### src/verilog/reset_init_pkg.sv
// constants, tables and carriers for the reset and wake-up register group
package reset_init_pkg;

    localparam int ADDR_W = 6;

    // register indices on the plain register port
    localparam logic [5:0] IDX_POINTER1_HIGH  = 6'h00;
    localparam logic [5:0] IDX_POINTER1_LOW   = 6'h01;
    localparam logic [5:0] IDX_BANK_SELECT    = 6'h02;
    localparam logic [5:0] IDX_POINTER2_HIGH  = 6'h03;
    localparam logic [5:0] IDX_POINTER2_LOW   = 6'h04;
    localparam logic [5:0] IDX_ALU_FLAGS      = 6'h05;
    localparam logic [5:0] IDX_T0_COUNT_HIGH  = 6'h06;
    localparam logic [5:0] IDX_T0_COUNT_LOW   = 6'h07;
    localparam logic [5:0] IDX_T0_CONTROL     = 6'h08;
    localparam logic [5:0] IDX_OSC_CONTROL    = 6'h09;
    localparam logic [5:0] IDX_VDET_CONTROL   = 6'h0A;
    localparam logic [5:0] IDX_WDOG_CONTROL   = 6'h0B;
    localparam logic [5:0] IDX_RESET_CAUSE    = 6'h0C;
    localparam logic [5:0] IDX_T1_COUNT_HIGH  = 6'h0D;
    localparam logic [5:0] IDX_T1_COUNT_LOW   = 6'h0E;
    localparam logic [5:0] IDX_T1_CONTROL     = 6'h0F;
    localparam logic [5:0] IDX_T2_COUNT       = 6'h10;
    localparam logic [5:0] IDX_T2_PERIOD      = 6'h11;
    localparam logic [5:0] IDX_T2_CONTROL     = 6'h12;
    localparam logic [5:0] IDX_SER_BUFFER     = 6'h13;
    localparam logic [5:0] IDX_SER_ADDR_BAUD  = 6'h14;
    localparam logic [5:0] IDX_SER_STATE      = 6'h15;
    localparam logic [5:0] IDX_SER_CONTROL1   = 6'h16;
    localparam logic [5:0] IDX_SER_CONTROL2   = 6'h17;
    localparam logic [5:0] IDX_PORT_A_LATCH   = 6'h18;
    localparam logic [5:0] IDX_PORT_A_DIR     = 6'h19;
    localparam int         TABLE_REGS         = 26;
    localparam logic [5:0] IDX_PORT_A_PINS    = 6'h1A;
    localparam logic [5:0] IDX_IRQ_FLAGS      = 6'h1B;
    localparam logic [5:0] IDX_STACK_UPPER    = 6'h1C;
    localparam logic [5:0] IDX_STACK_HIGH     = 6'h1D;
    localparam logic [5:0] IDX_STACK_LOW      = 6'h1E;
    localparam logic [5:0] IDX_STACK_POINTER  = 6'h1F;
    localparam logic [5:0] IDX_EVENT_STATUS   = 6'h20;
    localparam logic [5:0] IDX_EVENT_MASK     = 6'h21;

    // port A bits that exist only when the oscillator frees them
    localparam logic [7:0] PORT_A_OSC_BITS = 8'hC0;

    // vector addresses and event status bits
    localparam logic [20:0] VECTOR_HIGH = 21'h000008;
    localparam logic [20:0] VECTOR_LOW  = 21'h000018;
    localparam int EV_POWER_ON = 0;
    localparam int EV_RESET    = 1;
    localparam int EV_WAKE     = 2;
    localparam int EV_VECTOR   = 3;
    localparam int EV_W        = 4;

    // per register: implemented bits, then force mask, forced value and
    // condition mask for power-on, other reset and wake-up in turn
    typedef struct packed {
        logic [7:0] impl;
        logic [7:0] porMask;
        logic [7:0] porVal;
        logic [7:0] porQ;
        logic [7:0] rstMask;
        logic [7:0] rstVal;
        logic [7:0] rstQ;
        logic [7:0] wakeMask;
        logic [7:0] wakeVal;
        logic [7:0] wakeQ;
    } regInit_t;

    localparam regInit_t INIT_TABLE [TABLE_REGS] = '{
        '{8'h0F,8'h0F,8'h00,8'h00,8'h0F,8'h00,8'h00,8'h00,8'h00,8'h00},
        '{8'hFF,8'h00,8'h00,8'h00,8'h00,8'h00,8'h00,8'h00,8'h00,8'h00},
        '{8'h0F,8'h0F,8'h00,8'h00,8'h0F,8'h00,8'h00,8'h00,8'h00,8'h00},
        '{8'h0F,8'h0F,8'h00,8'h00,8'h0F,8'h00,8'h00,8'h00,8'h00,8'h00},
        '{8'hFF,8'h00,8'h00,8'h00,8'h00,8'h00,8'h00,8'h00,8'h00,8'h00},
        '{8'h1F,8'h00,8'h00,8'h00,8'h00,8'h00,8'h00,8'h00,8'h00,8'h00},
        '{8'hFF,8'hFF,8'h00,8'h00,8'hFF,8'h00,8'h00,8'h00,8'h00,8'h00},
        '{8'hFF,8'h00,8'h00,8'h00,8'h00,8'h00,8'h00,8'h00,8'h00,8'h00},
        '{8'hFF,8'hFF,8'hFF,8'h00,8'hFF,8'hFF,8'h00,8'h00,8'h00,8'h00},
        '{8'hFF,8'hF7,8'h40,8'h08,8'hF7,8'h40,8'h08,8'h00,8'h00,8'h02},
        '{8'hBF,8'hBF,8'h05,8'h00,8'hBF,8'h05,8'h00,8'h00,8'h00,8'h00},
        '{8'h01,8'h01,8'h00,8'h00,8'h01,8'h00,8'h00,8'h00,8'h00,8'h00},
        '{8'hDF,8'h9D,8'h1C,8'h42,8'h80,8'h00,8'h5C,8'h00,8'h00,8'h4C},
        '{8'hFF,8'h00,8'h00,8'h00,8'h00,8'h00,8'h00,8'h00,8'h00,8'h00},
        '{8'hFF,8'h00,8'h00,8'h00,8'h00,8'h00,8'h00,8'h00,8'h00,8'h00},
        '{8'hFF,8'hFF,8'h00,8'h00,8'h40,8'h00,8'h00,8'h00,8'h00,8'h00},
        '{8'hFF,8'hFF,8'h00,8'h00,8'hFF,8'h00,8'h00,8'h00,8'h00,8'h00},
        '{8'hFF,8'hFF,8'hFF,8'h00,8'hFF,8'hFF,8'h00,8'hFF,8'hFF,8'h00},
        '{8'h7F,8'h7F,8'h00,8'h00,8'h7F,8'h00,8'h00,8'h00,8'h00,8'h00},
        '{8'hFF,8'h00,8'h00,8'h00,8'h00,8'h00,8'h00,8'h00,8'h00,8'h00},
        '{8'hFF,8'hFF,8'h00,8'h00,8'hFF,8'h00,8'h00,8'h00,8'h00,8'h00},
        '{8'hFF,8'hFF,8'h00,8'h00,8'hFF,8'h00,8'h00,8'h00,8'h00,8'h00},
        '{8'hFF,8'hFF,8'h00,8'h00,8'hFF,8'h00,8'h00,8'h00,8'h00,8'h00},
        '{8'hFF,8'hFF,8'h00,8'h00,8'hFF,8'h00,8'h00,8'h00,8'h00,8'h00},
        '{8'hFF,8'h00,8'h00,8'h00,8'h00,8'h00,8'h00,8'h00,8'h00,8'h00},
        '{8'hFF,8'hFF,8'hFF,8'h00,8'hFF,8'hFF,8'h00,8'h00,8'h00,8'h00}
    };

    typedef struct packed {
        logic       valid;
        logic       byInterrupt;
        logic       highPriority;
        logic [7:0] cause;
    } wakeReq_t;

    typedef struct packed {
        logic        load;
        logic [20:0] addr;
    } vectorOut_t;

endpackage : reset_init_pkg

### src/verilog/reset_init_values.sv
// reset and wake-up initialisation of the pointer, timer and serial registers
//
// Contract
// - interrupt wake-up with either global enable loads PC with vector.
// - that wake-up copies current PC into the three stack top bytes.
// - that wake-up advances the return stack pointer by one.
// - a wake-up sets its cause bits in the interrupt flags, others kept.
// - port A bits 6 and 7 exist only when oscillator mode frees them.
// - port A bits 6 and 7 read zero when not port pins.
// - unimplemented bits read zero under every condition.
// - timer 2 period forced to all ones on every reset and wake-up.
// - timer 0 control all ones on resets, kept on wake-up.
// - timer 1 control clears on power-on; other resets clear bit 6 only.
// - oscillator control resets to 0100 q000; wake-up loads q into bit 1 only.
// - voltage-detect control resets to 0-00 0101, kept on wake-up.
// - reset-cause control loads 0q-1 11q0 or 0q-q qquu per reset.
// - timer 2 control clears seven bits on reset, kept on wake-up.
`timescale 1ns/100ps

module reset_init_values
    import reset_init_pkg::*;
#(
    parameter int PC_W = 21,
    parameter int SP_W = 5
) (
    input  wire logic              clk,
    input  wire logic              srst,
    input  wire logic [ADDR_W-1:0] regAddr,
    input  wire logic [7:0]        regWdata,
    input  wire logic              regWrite,
    input  wire logic              regRead,
    output logic      [7:0]        regRdata,
    input  wire logic              powerOnEvent,
    input  wire logic              otherResetEvent,
    input  wire wakeReq_t          wakeReq,
    input  wire logic              highPriorityGlobalIrqEnable,
    input  wire logic              lowPriorityGlobalIrqEnable,
    input  wire logic [PC_W-1:0]   programCounter,
    input  wire logic              oscFreesPortPins,
    input  wire logic [7:0]        portAPins,
    input  wire logic [7:0]        oscCondition,
    input  wire logic [7:0]        resetCauseCondition,
    output vectorOut_t             pcVector,
    output logic      [7:0]        irqFlags,
    output logic      [SP_W-1:0]   stackPointer,
    output logic                   irq
);

    // stack top byte split and read mux assume a 21-bit pc
    if (PC_W != 21 || SP_W < 1 || SP_W > 8) begin : g_bad_width
        $error("reset_init_values: unsupported PC_W or SP_W");
    end

    typedef enum {
        EVT_NONE,
        EVT_POWER_ON,
        EVT_RESET,
        EVT_WAKE
    } initEvent_t;

    logic [7:0]      regFile_ff [TABLE_REGS];
    logic [7:0]      irqFlags_ff;
    logic [PC_W-1:0] stackTop_ff;
    logic [SP_W-1:0] stackPtr_ff;
    logic [EV_W-1:0] evStatus_ff;
    logic [EV_W-1:0] evMask_ff;
    logic [7:0]      rdata_ff;
    logic            irq_ff;
    vectorOut_t      vector_ff;
    initEvent_t      event_w;
    logic            vectorTake;
    logic [7:0]      portMask;

    // srst counts as power-on; power-on outranks other resets, which
    // outrank wake-up, so a coincident wake is folded into the reset
    always_comb begin
        if (srst || powerOnEvent) begin
            event_w = EVT_POWER_ON;
        end else if (otherResetEvent) begin
            event_w = EVT_RESET;
        end else if (wakeReq.valid) begin
            event_w = EVT_WAKE;
        end else begin
            event_w = EVT_NONE;
        end
    end

    assign vectorTake = (event_w == EVT_WAKE) && wakeReq.byInterrupt
        && (highPriorityGlobalIrqEnable || lowPriorityGlobalIrqEnable);

    // pins 6 and 7 vanish when the oscillator uses them
    assign portMask = oscFreesPortPins ? 8'hFF : ~PORT_A_OSC_BITS;

    function automatic logic isPortA(input logic [ADDR_W-1:0] a);
        isPortA = (a == IDX_PORT_A_LATCH) || (a == IDX_PORT_A_DIR)
            || (a == IDX_PORT_A_PINS);
    endfunction : isPortA

    // one table entry applied to one register for one event
    function automatic logic [7:0] applyInit(
        input logic [7:0] cur,
        input regInit_t   t,
        input initEvent_t ev,
        input logic [7:0] cond
    );
        logic [7:0] m;
        logic [7:0] v;
        logic [7:0] q;
        m = 8'h00;
        v = 8'h00;
        q = 8'h00;
        case (ev)
            EVT_POWER_ON: begin
                m = t.porMask;
                v = t.porVal;
                q = t.porQ;
            end
            EVT_RESET: begin
                m = t.rstMask;
                v = t.rstVal;
                q = t.rstQ;
            end
            EVT_WAKE: begin
                m = t.wakeMask;
                v = t.wakeVal;
                q = t.wakeQ;
            end
            default: begin
                m = 8'h00;
            end
        endcase
        applyInit = (cur & ~m) | (v & m);
        applyInit = (applyInit & ~q) | (cond & q);
        applyInit = applyInit & t.impl;
    endfunction : applyInit

    // every table register uses the same update; masks carry the values
    // of timer, oscillator, detector, cause and serial registers alike
    genvar gi;
    generate
        for (gi = 0; gi < TABLE_REGS; gi++) begin : g_reg
            localparam logic [5:0] IDX = 6'(gi);
            logic [7:0] cond;
            logic [7:0] wmask;
            assign cond = (IDX == IDX_OSC_CONTROL) ? oscCondition
                : (IDX == IDX_RESET_CAUSE) ? resetCauseCondition
                : 8'h00;
            assign wmask = ((IDX == IDX_PORT_A_LATCH)
                || (IDX == IDX_PORT_A_DIR)) ? portMask : 8'hFF;
            always_ff @(posedge clk) begin
                if (event_w != EVT_NONE) begin
                    regFile_ff[gi] <= applyInit(regFile_ff[gi],
                        INIT_TABLE[gi], event_w, cond);
                end else if (regWrite && regAddr == ADDR_W'(IDX)) begin
                    regFile_ff[gi] <= regWdata & INIT_TABLE[gi].impl
                        & wmask;
                end
            end
        end
    endgenerate
    // are held in the table rows above

    // wake cause bits are sticky; hardware set beats a software clear
    always_ff @(posedge clk) begin
        if (event_w == EVT_POWER_ON || event_w == EVT_RESET) begin
            irqFlags_ff <= 8'h00;
        end else begin
            irqFlags_ff <= (irqFlags_ff
                & ~((regWrite && regAddr == IDX_IRQ_FLAGS) ? regWdata
                    : 8'h00))
                | ((event_w == EVT_WAKE) ? wakeReq.cause : 8'h00);
        end
    end

    always_ff @(posedge clk) begin
        if (event_w == EVT_POWER_ON || event_w == EVT_RESET) begin
            stackTop_ff <= '0;
        end else if (vectorTake) begin
            stackTop_ff <= programCounter;
        end
    end

    // the pointer simply wraps; overflow handling belongs to the core
    always_ff @(posedge clk) begin
        if (event_w == EVT_POWER_ON || event_w == EVT_RESET) begin
            stackPtr_ff <= '0;
        end else if (vectorTake) begin
            stackPtr_ff <= stackPtr_ff + SP_W'(1);
        end
    end

    always_ff @(posedge clk) begin
        if (srst) begin
            vector_ff <= '0;
        end else begin
            vector_ff.load <= vectorTake;
            if (vectorTake) begin
                vector_ff.addr <= wakeReq.highPriority ? VECTOR_HIGH
                    : VECTOR_LOW;
            end
        end
    end

    // event status: sticky, write one to clear, set wins over clear
    logic [EV_W-1:0] evSet;
    always_comb begin
        evSet              = '0;
        evSet[EV_POWER_ON] = (event_w == EVT_POWER_ON);
        evSet[EV_RESET]    = (event_w == EVT_RESET);
        evSet[EV_WAKE]     = (event_w == EVT_WAKE);
        evSet[EV_VECTOR]   = vectorTake;
    end

    always_ff @(posedge clk) begin
        if (srst) begin
            evStatus_ff <= '0;
        end else begin
            evStatus_ff <= (evStatus_ff
                & ~((regWrite && regAddr == IDX_EVENT_STATUS)
                    ? regWdata[EV_W-1:0] : '0)) | evSet;
        end
    end

    always_ff @(posedge clk) begin
        if (srst) begin
            evMask_ff <= '0;
        end else if (regWrite && regAddr == IDX_EVENT_MASK) begin
            evMask_ff <= regWdata[EV_W-1:0];
        end
    end

    always_ff @(posedge clk) begin
        if (srst) begin
            irq_ff <= 1'b0;
        end else begin
            irq_ff <= |(evStatus_ff & evMask_ff);
        end
    end

    // read data stands in the cycle after the read strobe only
    logic [7:0] rdMux;
    always_comb begin
        rdMux = 8'h00;
        if (regAddr < ADDR_W'(TABLE_REGS)) begin
            rdMux = regFile_ff[regAddr[4:0]];
        end else if (regAddr == IDX_PORT_A_PINS) begin
            rdMux = portAPins;
        end else if (regAddr == IDX_IRQ_FLAGS) begin
            rdMux = irqFlags_ff;
        end else if (regAddr == IDX_STACK_UPPER) begin
            rdMux = {3'h0, stackTop_ff[20:16]};
        end else if (regAddr == IDX_STACK_HIGH) begin
            rdMux = stackTop_ff[15:8];
        end else if (regAddr == IDX_STACK_LOW) begin
            rdMux = stackTop_ff[7:0];
        end else if (regAddr == IDX_STACK_POINTER) begin
            rdMux = 8'(stackPtr_ff);
        end else if (regAddr == IDX_EVENT_STATUS) begin
            rdMux = 8'(evStatus_ff);
        end else if (regAddr == IDX_EVENT_MASK) begin
            rdMux = 8'(evMask_ff);
        end
        if (isPortA(regAddr)) begin
            rdMux = rdMux & portMask;
        end
    end

    always_ff @(posedge clk) begin
        if (srst) begin
            rdata_ff <= 8'h00;
        end else begin
            rdata_ff <= regRead ? rdMux : 8'h00;
        end
    end

    assign regRdata     = rdata_ff;
    assign pcVector     = vector_ff;
    assign irqFlags     = irqFlags_ff;
    assign stackPointer = stackPtr_ff;
    assign irq          = irq_ff;

endmodule : reset_init_values

### config.mk
export PLATFORM = sky130hd
export DESIGN_NAME = reset_init_values
export DESIGN_NICKNAME = d
export VERILOG_FILES = /design/src/verilog/reset_init_pkg.sv /design/src/verilog/reset_init_values.sv
export SDC_FILE = /design/constraint.sdc
export NUM_CORES = 1
export LEC_CHECK = 0
export ABC_AREA = 1
export BUFFER_PORTS_ARGS = -buffer_cell sky130_fd_sc_hd__buf_2
export CAP_MARGIN = 20
export CORE_MARGIN = 1.5
export CORE_UTILIZATION = 60
export CTS_BUF_LIST = sky130_fd_sc_hd__clkbuf_4 sky130_fd_sc_hd__clkbuf_8
export CTS_CLUSTER_SIZE = 28
export DETAILED_ROUTE_END_ITERATION = 10
export PLACE_DENSITY = 0.81
export SYNTH_ARGS = -nofsm -noshare
export SYNTH_HDL_FRONTEND = slang
export SYNTH_SLANG_ARGS = --single-unit
### constraint.sdc
create_clock -name clk -period 8.3 [get_ports clk]
set_input_delay 1.66 -clock clk [delete_from_list [all_inputs] [get_ports clk]]
set_output_delay 1.66 -clock clk [all_outputs]
set_load 0.1 [all_outputs]
==> impl_metrics.toml, run 1 <==
[run_status]
status = "complete, no violations"

[worst_setup_path]
crit_family = "buffers and inverters"
path_cells = "buf_2 -> nor2_1 -> inv_1 -> a21oi_1 -> inv_1 -> ha_4 -> inv_1 -> nor2_1 -> a22oi_1"
cp_max_fo = 100
slowest_delay_ps = 950
r2r_end = "regRdata[7]"
path_class = "input port to register"
timing.rr.start = "regFile_ff[25][7]"
cp.arrival_ps = 4960
rr_worst_depth = 10
path_depth = 9
reg2reg_slack_ps = 6740
end_kind = "register"
path_common_cell = "inv_1"
cp.required_ps = 8550
startpoint_type = "input port"
crit_slowest_cell = "ha_4"
cp_num_buf_inv = 4

[timing]
tightest_slew_ps = 1090
maxSlewHeadroom_pct = 26.6
setup_viol = 0
hold_viol_final = 0
min_period_ps = 4710
report.final.slew_viol_count = 0
fmax_mhz = 212
setup-tns-final_ps = 0
setup_slack_ps = 3590
fin_skew_ps = 20.6
rsz0062_at_grt = "no"
period_share_pct = 56.8

[min_path]
holdPathStages = 2
min_from = "stackTop_ff[0]"
hp-class = "register to register"
hold_path_end = "stackTop_ff[0]"

[placed_design]
hpwl_um = 22100
place_inst = 1604
io_buffer_count = 94
gp_congestion = 0.970
place_ws_ps = 3140

[global_route]
grt_usage_pct = 35.0
grt_max_degree = 101
grt_pass1_wl_um = 53200
grt_overflow = 0
grt_pass1_vias = 9728
antenna_found_initial = 0

[synth]
async_flop_share_pct = 0
seq_area_frac_synth_pct = 57.1
yosysTopAreaCell = "edfxtp_1"
syn_area_per_cell_um2 = 8.66
synth-edff-count = 183
synthCells = 1331
ys_types = 32
synth_seq_cells = 237
yosys_warnings = 0
synthFlopType = "edfxtp_1"
yosys.area.top_type_share_pct = 47.7
syn_area_mm2 = 0.0115
synth_area_leaders = "edfxtp_1 (48%), nand2_1 (12%), dfxtp_1 (9.4%), o21ai_0 (9.2%), nand3_1 (5.9%)"

[die]
initial_utilization_pct = 61.4
coreArea_mm2 = 0.0188
die_area_mm2 = 0.0200
num_rows = 50
die_y_um = 142
die_w_um = 142
io_pins = 123

[layout]
fin_nets = 1499
stdcell_count = 1675
syn_to_final_growth_pct = 11.4
diodes = 0
drive_above_1_share_pct = 13.7
post-route-util_pct = 68.4

[power_and_ir_drop]
p_leak_nw = 5.00
ir_drop_mv = 0.147
powerDensity_mw_per_mm2 = 210
p_total_mw = 2.69

[clock_network]
cts_resized = 0
post_cts_buffers = 0
ctsHoldBuffers = 0
clk_pin_slew_ps = 60
cts_tree = "built"
cts_buffer_depth = 3
cts_sinks = 237
numCtsBuffers = 39
cts_root_buf = "clkbuf_8"
cts_max_level = 2
clock_latency_ps = 550

[route]
viasPerCell = 6.24
vias = 10400
routed_wirelength_um = 34800
drt_iter0_markers = 1521
first_pass_iters = 6
wl_per_cell_um = 20.8
drc = 0
final_antenna_net_count = 0

[flow_run]
maxCapViolCount = 0
==> layer usage <==
metal / vias to the layer above / GRT usage, % / wire [um]
met5: - / 0 / 0
met3: 143 / 9.69 / 4570
li1: 4692 / - / -
met4: 0 / 16.1 / 1620
met2: 821 / 54.4 / 15800
met1: 4792 / 45.8 / 12800
==> where the power goes <==
part           total (mW)  internal (mW)  switching (mW)
logic               0.304         0.0651           0.239
clock network        1.03          0.557           0.473
registers            1.36           1.33          0.0272
total                2.69           1.95           0.738
==> Yosys cell counts (all sizes together) (5+ instances only) <==
library cell,count
ha,7
nand2,360
a22oi,5
nand3,137
dfxtp,54
clkbuf,42
inv,79
nand4,28
nor2,111
buf,45
edfxtp,183
o21ai,212
a21oi,49
nor3,6
==> worst reg2reg max path, stage by stage (launching register included) <==
cell and delay (ps):
edfxtp_1 410, nor2_1 120, nor2_1 60, o21ai_0 140
nand3_1 110, nor2_1 230, nand2_1 90, nand2_1 70
nor2_1 50, nor2_1 90, nor2_1 50
==> how the worst max path moves through the flow <==
stage / slack [ps] / startpoint / end
2_1_floorplan: 4310 / srst / regFile_ff[14][0]
3_3_place_gp: 3240 / srst / regFile_ff[9][6]
3_5_place_dp: 3140 / srst / regFile_ff[9][6]
4_1_cts: 3650 / srst / regFile_ff[9][6]
5_1_grt: 3200 / srst / regFile_ff[9][7]
6_report: 3590 / srst / regFile_ff[9][6]
==> state kept, by name (all words and copies together) (netlist names), named ones only <==
name and cells:
evStatus_ff 4, irqFlags 8, stackTop_ff 21, regRdata 8
regFile_ff 177, pcVector 3, irq 1, stackPointer 5
evMask_ff 4
==> layout make-up <==
| cell class | count | area [um^2] |
|---|---|---|
| Timing Repair Buffer | 110 | 588 |
| Multi-Input combinational cell | 944 | 4310 |
| Clock inverter | 8 | 41.3 |
| Fill cell | 1484 | 5930 |
| Sequential cell | 237 | 6580 |
| Inverter | 81 | 304 |
| Tap cell | 234 | 293 |
| Clock buffer | 61 | 727 |
==> kinds of logic (layout without fill, tap and decap cells) <==
kind of cell	after synthesis	in the layout	synth area share [%]
other	1	19	0.0325
AO/OA/AOI/OAI	271	271	12.0
buffers and inverters	168	260	6.30
XOR/XNOR	1	1	0.0760
flip-flops	237	237	57.1
adder cells (fa/ha/maj)	7	7	0.760
AND/OR/NAND/NOR	646	646	23.8
==> per-stage QoR <==
stage                     hold slack (ps)  area (um^2)
after floorplan                       430        11600
after global placement                442        12100
after detailed placement              446        12100
after CTS                             454        12800
after global routing                  483        12800
final                                 455        12800
==> layout by cell type (no fill, tap or decap), types with 14 or more instances in the layout <==
cell	netlist	final
buf_4	20	14
inv_1	73	73
dfxtp_1	54	54
nand4_1	28	28
buf_2	16	94
o21ai_0	212	212
conb_1	1	19
clkbuf_4	0	19
nand2_1	357	357
a21oi_1	49	49
nor2_1	105	103
edfxtp_1	183	183
nand3_1	136	136
clkbuf_8	0	43
No activity file was read; power rests on OpenSTA's default activity.
==> run 2, diff against run 1 <==
==> constraint.sdc (replaced) <==
create_clock -name clk -period 4.5 [get_ports clk]
set_input_delay 0.9 -clock clk [delete_from_list [all_inputs] [get_ports clk]]
set_output_delay 0.9 -clock clk [all_outputs]
set_load 0.1 [all_outputs]
==> run 2 against run 1 <==
Against the previous run: global-route usage fell by 0.22 points; clock skew rose by 2.3 ps; first-iteration DRC count rose by 1.2%; final cell count rose by 0.72%; sequential power rose by 84%; sequential share of layout area fell by 0.70 points; combinational power rose by 87%; register-to-register slack got worse by 3600 ps; clock power rose by 110%.
==> impl_metrics.toml, run 2 (synthesis gave the netlist of run 1 again) <==
[run_status]
status = "complete, no violations"

[worst_setup_path]
path_common_cell = "inv_1"
cp_max_fo = 24
timing.rr.start = "regFile_ff[25][7]"
slowest_delay_ps = 600
path_class = "input port to register"
setup.worst_path.start = "srst"
startpoint_type = "input port"
crit_family = "simple AND/OR/NAND/NOR gates"
crit_slowest_cell = "nor2_1"
end_kind = "register"
path_cells = "buf_2 -> nor2_1 -> inv_1 -> a21oi_1 -> ha_1 -> buf_4 -> inv_1 -> nor2_4 -> inv_1 -> nor2_1"
cp_num_buf_inv = 5
cp.arrival_ps = 3270
cp.required_ps = 4680

[die]
die_w_um = 142
initial_utilization_pct = 61.4
die_area_mm2 = 0.0200
num_rows = 50
io_pins = 123
coreArea_mm2 = 0.0188
die_y_um = 142

[clock_network]
clock_latency_ps = 560
cts_root_buf = "clkbuf_8"
numCtsBuffers = 40
ctsHoldBuffers = 0
cts_resized = 0
clk_pin_slew_ps = 60
cts_tree = "built"
cts_max_level = 2
cts_buffer_depth = 3
post_cts_buffers = 0
cts_sinks = 237

[global_route]
grt_max_degree = 60
grt_pass1_vias = 9554
antenna_found_initial = 0
grt_overflow = 0
grt_pass1_wl_um = 52400
grt_usage_pct = 34.7

[power_and_ir_drop]
p_total_mw = 5.23
ir_drop_mv = 0.320
p_leak_nw = 5.10
powerDensity_mw_per_mm2 = 401

[placed_design]
gp_congestion = 0.995
place_ws_ps = 907
post_dp_cell_area_mm2 = 0.0121
hpwl_um = 22600
io_buffer_count = 94

[route]
viasPerCell = 6.20
final_antenna_net_count = 0
drc = 0
vias = 10500
wl_per_cell_um = 20.5
drt_iter0_markers = 1540
first_pass_iters = 7
routed_wirelength_um = 34600

[layout]
fin_nets = 1508
top_register = "regFile_ff"
final_common_cell = "nand2_1"
syn_to_final_growth_pct = 13.0
reg_top3 = "regFile_ff (177), stackTop_ff (21)"
final_cell_area_mm2 = 0.0130
post-route-util_pct = 69.4
drive_above_1_share_pct = 14.3
layout_common_cells = "nand2_1 (357), o21ai_0 (212), edfxtp_1 (183)"
largest_register_ffs = 177

[timing]
period_share_pct = 68.6
fmax_mhz = 324
report.final.slew_viol_count = 0
tightest_slew_ps = 988
rsz0062_at_grt = "no"
fin_skew_ps = 22.9
setup-tns-final_ps = 0
setup_viol = 0
hold_viol_final = 0
setup_slack_ps = 1410
maxSlewHeadroom_pct = 33.4
min_period_ps = 3090

[min_path]
min_from = "stackTop_ff[0]"
hp-class = "register to register"

[flow_run]
maxCapViolCount = 0
run 2: cell types whose count changed in the layout (fill, tap and decap cells not counted), sizes merged:
cell	change
clkinvlp	-1
diode	+1
clkinv	+4
clkbuf	-6
bufinv	+4
buf	+10
run 2: final timing paths:
kind / end / slack [ps] / cells after the start
setup / recovery: regFile_ff[7][3] / 1410 / 10
hold / removal: stackTop_ff[0] / 450 / 2
setup reg to reg: regRdata[7] / 3100 / 10
hold reg to reg: stackTop_ff[0] / 450 / 2
run 2: per-layer routing:
metal,vias up,share of wire (%),track usage (%)
li1,4709,-,-
met1,4820,37,47.0
met2,791,45,53.0
met3,135,13,8.34
met4,0,5.2,16.9
met5,-,0,0
run 2: where the power goes:
group          total (mW)  switching [mW]  leakage (nW)  internal, mW
clock network        2.15           0.897         0.470          1.26
registers            2.50          0.0504          2.27          2.45
logic               0.568           0.444          2.36         0.125
run 2: area by class of cell:
class,instances,area [um^2]
antenna,1,2.50
fill,1471,5750
sequential,237,6580
clock inverter,15,173
timing repair buffer,118,648
multi-input combinational,944,4310
tap,234,293
inverter,81,304
clock buffer,57,716
run 2: worst min-delay path: cells and delay by family (launching register included):
family,cells,cell delay [ps]
AOI/OAI and AO/OA,1,50
buffers and inverters,1,60
DFF,1,300
run 2: per-stage QoR:
step           instances  hold slack (ps)
2_1_floorplan       1349              430
3_3_place_gp        1613              442
3_5_place_dp        1614              446
4_1_cts             1686              456
5_1_grt             1686              484
6_report            1687              454
==> run 3, diff against run 2 <==
--- a/config.mk
+++ b/config.mk
@@ -9,11 +9,11 @@
 export BUFFER_PORTS_ARGS = -buffer_cell sky130_fd_sc_hd__buf_2
 export CAP_MARGIN = 20
 export CORE_MARGIN = 1.5
-export CORE_UTILIZATION = 60
+export CORE_UTILIZATION = 55
 export CTS_BUF_LIST = sky130_fd_sc_hd__clkbuf_4 sky130_fd_sc_hd__clkbuf_8
 export CTS_CLUSTER_SIZE = 28
 export DETAILED_ROUTE_END_ITERATION = 10
-export PLACE_DENSITY = 0.81
+export PLACE_DENSITY = 0.78
 export SYNTH_ARGS = -nofsm -noshare
 export SYNTH_HDL_FRONTEND = slang
 export SYNTH_SLANG_ARGS = --single-unit
==> constraint.sdc (replaced) <==
create_clock -name clk -period 2.5 [get_ports clk]
set_input_delay 0.5 -clock clk [delete_from_list [all_inputs] [get_ports clk]]
set_output_delay 0.5 -clock clk [all_outputs]
set_load 0.1 [all_outputs]
==> run 3 against run 2 <==
Against the previous run: sequential share of layout area is 1.9 points lower; critical path depth is 1 higher; clock-buffer cell count is 1 higher; flip-flop and latch count stayed put; cell area is 3.9% higher; total power is 73% higher; global-route usage is 2.2 points lower; worst hold slack worse by 320 ps; routed wire length is 2.3% higher; setup slack worse by 850 ps; via count is 0.60% higher; first-iteration DRC count is 9.0% lower; critical endpoint is now regFile_ff[25][1]; largest power group unchanged.
==> impl_metrics.toml, run 3 (synthesis gave the netlist of run 1 again) <==
[run_status]
status = "complete, no violations"

[route]
drt_iter0_markers = 1402
drc = 0
wl_met3_um = 4230
final_antenna_net_count = 0
wl_per_cell_um = 20.0
highest_layer = "met4"
viasPerCell = 5.93
first_pass_iters = 5
wl_met1_um = 13600
routed_wirelength_um = 35400
met2_length_um = 16100
vias = 10500

[die]
die_w_um = 148
coreArea_mm2 = 0.0204
num_rows = 52
die_area_mm2 = 0.0218
initial_utilization_pct = 56.6
io_pins = 123
die_y_um = 148

[layout]
largest_register_ffs = 177
layout_common_cells = "nand2_1 (357), o21ai_0 (212), edfxtp_1 (183)"
nFillCells = 1665
reg_top3 = "regFile_ff (177), stackTop_ff (21)"
fin_nets = 1565
final_common_cell = "nand2_1"
drive_above_1_share_pct = 17.4
post-route-util_pct = 66.4
diodes = 0
stdcell_count = 1774
final_cell_area_mm2 = 0.0135
syn_to_final_growth_pct = 17.4
top_register = "regFile_ff"

[timing]
period_share_pct = 77.6
fin_skew_ps = 20.7
fmax_mhz = 515
setup-tns-final_ps = 0
hold_ws_ps = 133
tightest_slew_ps = 865
min_period_ps = 1940
maxSlewHeadroom_pct = 42.3
report.final.slew_viol_count = 0
hold_viol_final = 0
setup_slack_ps = 559
setup_viol = 0
rsz0062_at_grt = "no"

[placed_design]
place_inst = 1706
place_ws_ps = 53.1
gp_congestion = 0.942
io_buffer_count = 94
hpwl_um = 24400
post_dp_cell_area_mm2 = 0.0127

[power_and_ir_drop]
p_total_mw = 9.06
p_leak_nw = 5.37
powerDensity_mw_per_mm2 = 670
ir_drop_mv = 0.430

[global_route]
grt_pass1_vias = 9933
antenna_found_initial = 0
grt_overflow = 0
grt_usage_pct = 32.5
grt_pass1_wl_um = 54500
grt_max_degree = 82

[clock_network]
clock_latency_ps = 540
cts_max_level = 2
cts_buffer_depth = 3
clk_pin_slew_ps = 70
cts_sinks = 237
cts_tree = "built"
ctsHoldBuffers = 0
cts_root_buf = "clkbuf_8"
post_cts_buffers = 0
numCtsBuffers = 40
cts_resized = 0

[min_path]
hp-class = "input port to register"

[worst_setup_path]
cp_max_fo = 16
cp.required_ps = 2760
cp.arrival_ps = 2200
startpoint_type = "input port"
path_class = "input port to register"
end_kind = "register"

[flow_run]
maxCapViolCount = 0
[run 3: critical path: stages]
cell and delay [ps]:
buf_2 100, nor2_1 90, inv_1 50, a21oi_1 170, ha_1 200, inv_1 90
buf_4 170, nor2_4 220, nand2_1 320, o21ai_0 180, o21ai_0 100
[run 3: path summary, 6_finish.rpt]
check        slack [ps]                 to  cells past startpoint         startpoint
max                 560  regFile_ff[25][1]                     11       powerOnEvent
min                 130        pcVector[4]                      2         wakeReq[8]
max reg2reg        1150        regRdata[2]                      8  regFile_ff[15][2]
min reg2reg         460     stackTop_ff[2]                      2     stackTop_ff[2]
[run 3: final cells by class]
type / instances / area, um^2 / share of cell area [%]
flip-flops and latches: 237 / 6580 / 48.6
multi-input cells: 944 / 4320 / 32.0
inverters: 81 / 304 / 2.25
clock inverters: 9 / 68.8 / 0.509
clock buffers: 58 / 711 / 5.25
repair buffers: 175 / 1200 / 8.90
well taps: 270 / 338 / 2.50
[run 3: per-layer routing]
metal / GRT usage [%] / vias to the layer above
li1: - / 4807
met1: 44.8 / 4887
met2: 50.7 / 719
met3: 5.46 / 105
met4: 14.7 / 0
met5: 0 / -
[run 3: power by group]
part / total [mW] / internal (mW) / switching [mW]
Sequential: 4.52 / 4.42 / 0.0976
Clock: 3.46 / 1.92 / 1.55
Combinational: 1.08 / 0.276 / 0.806
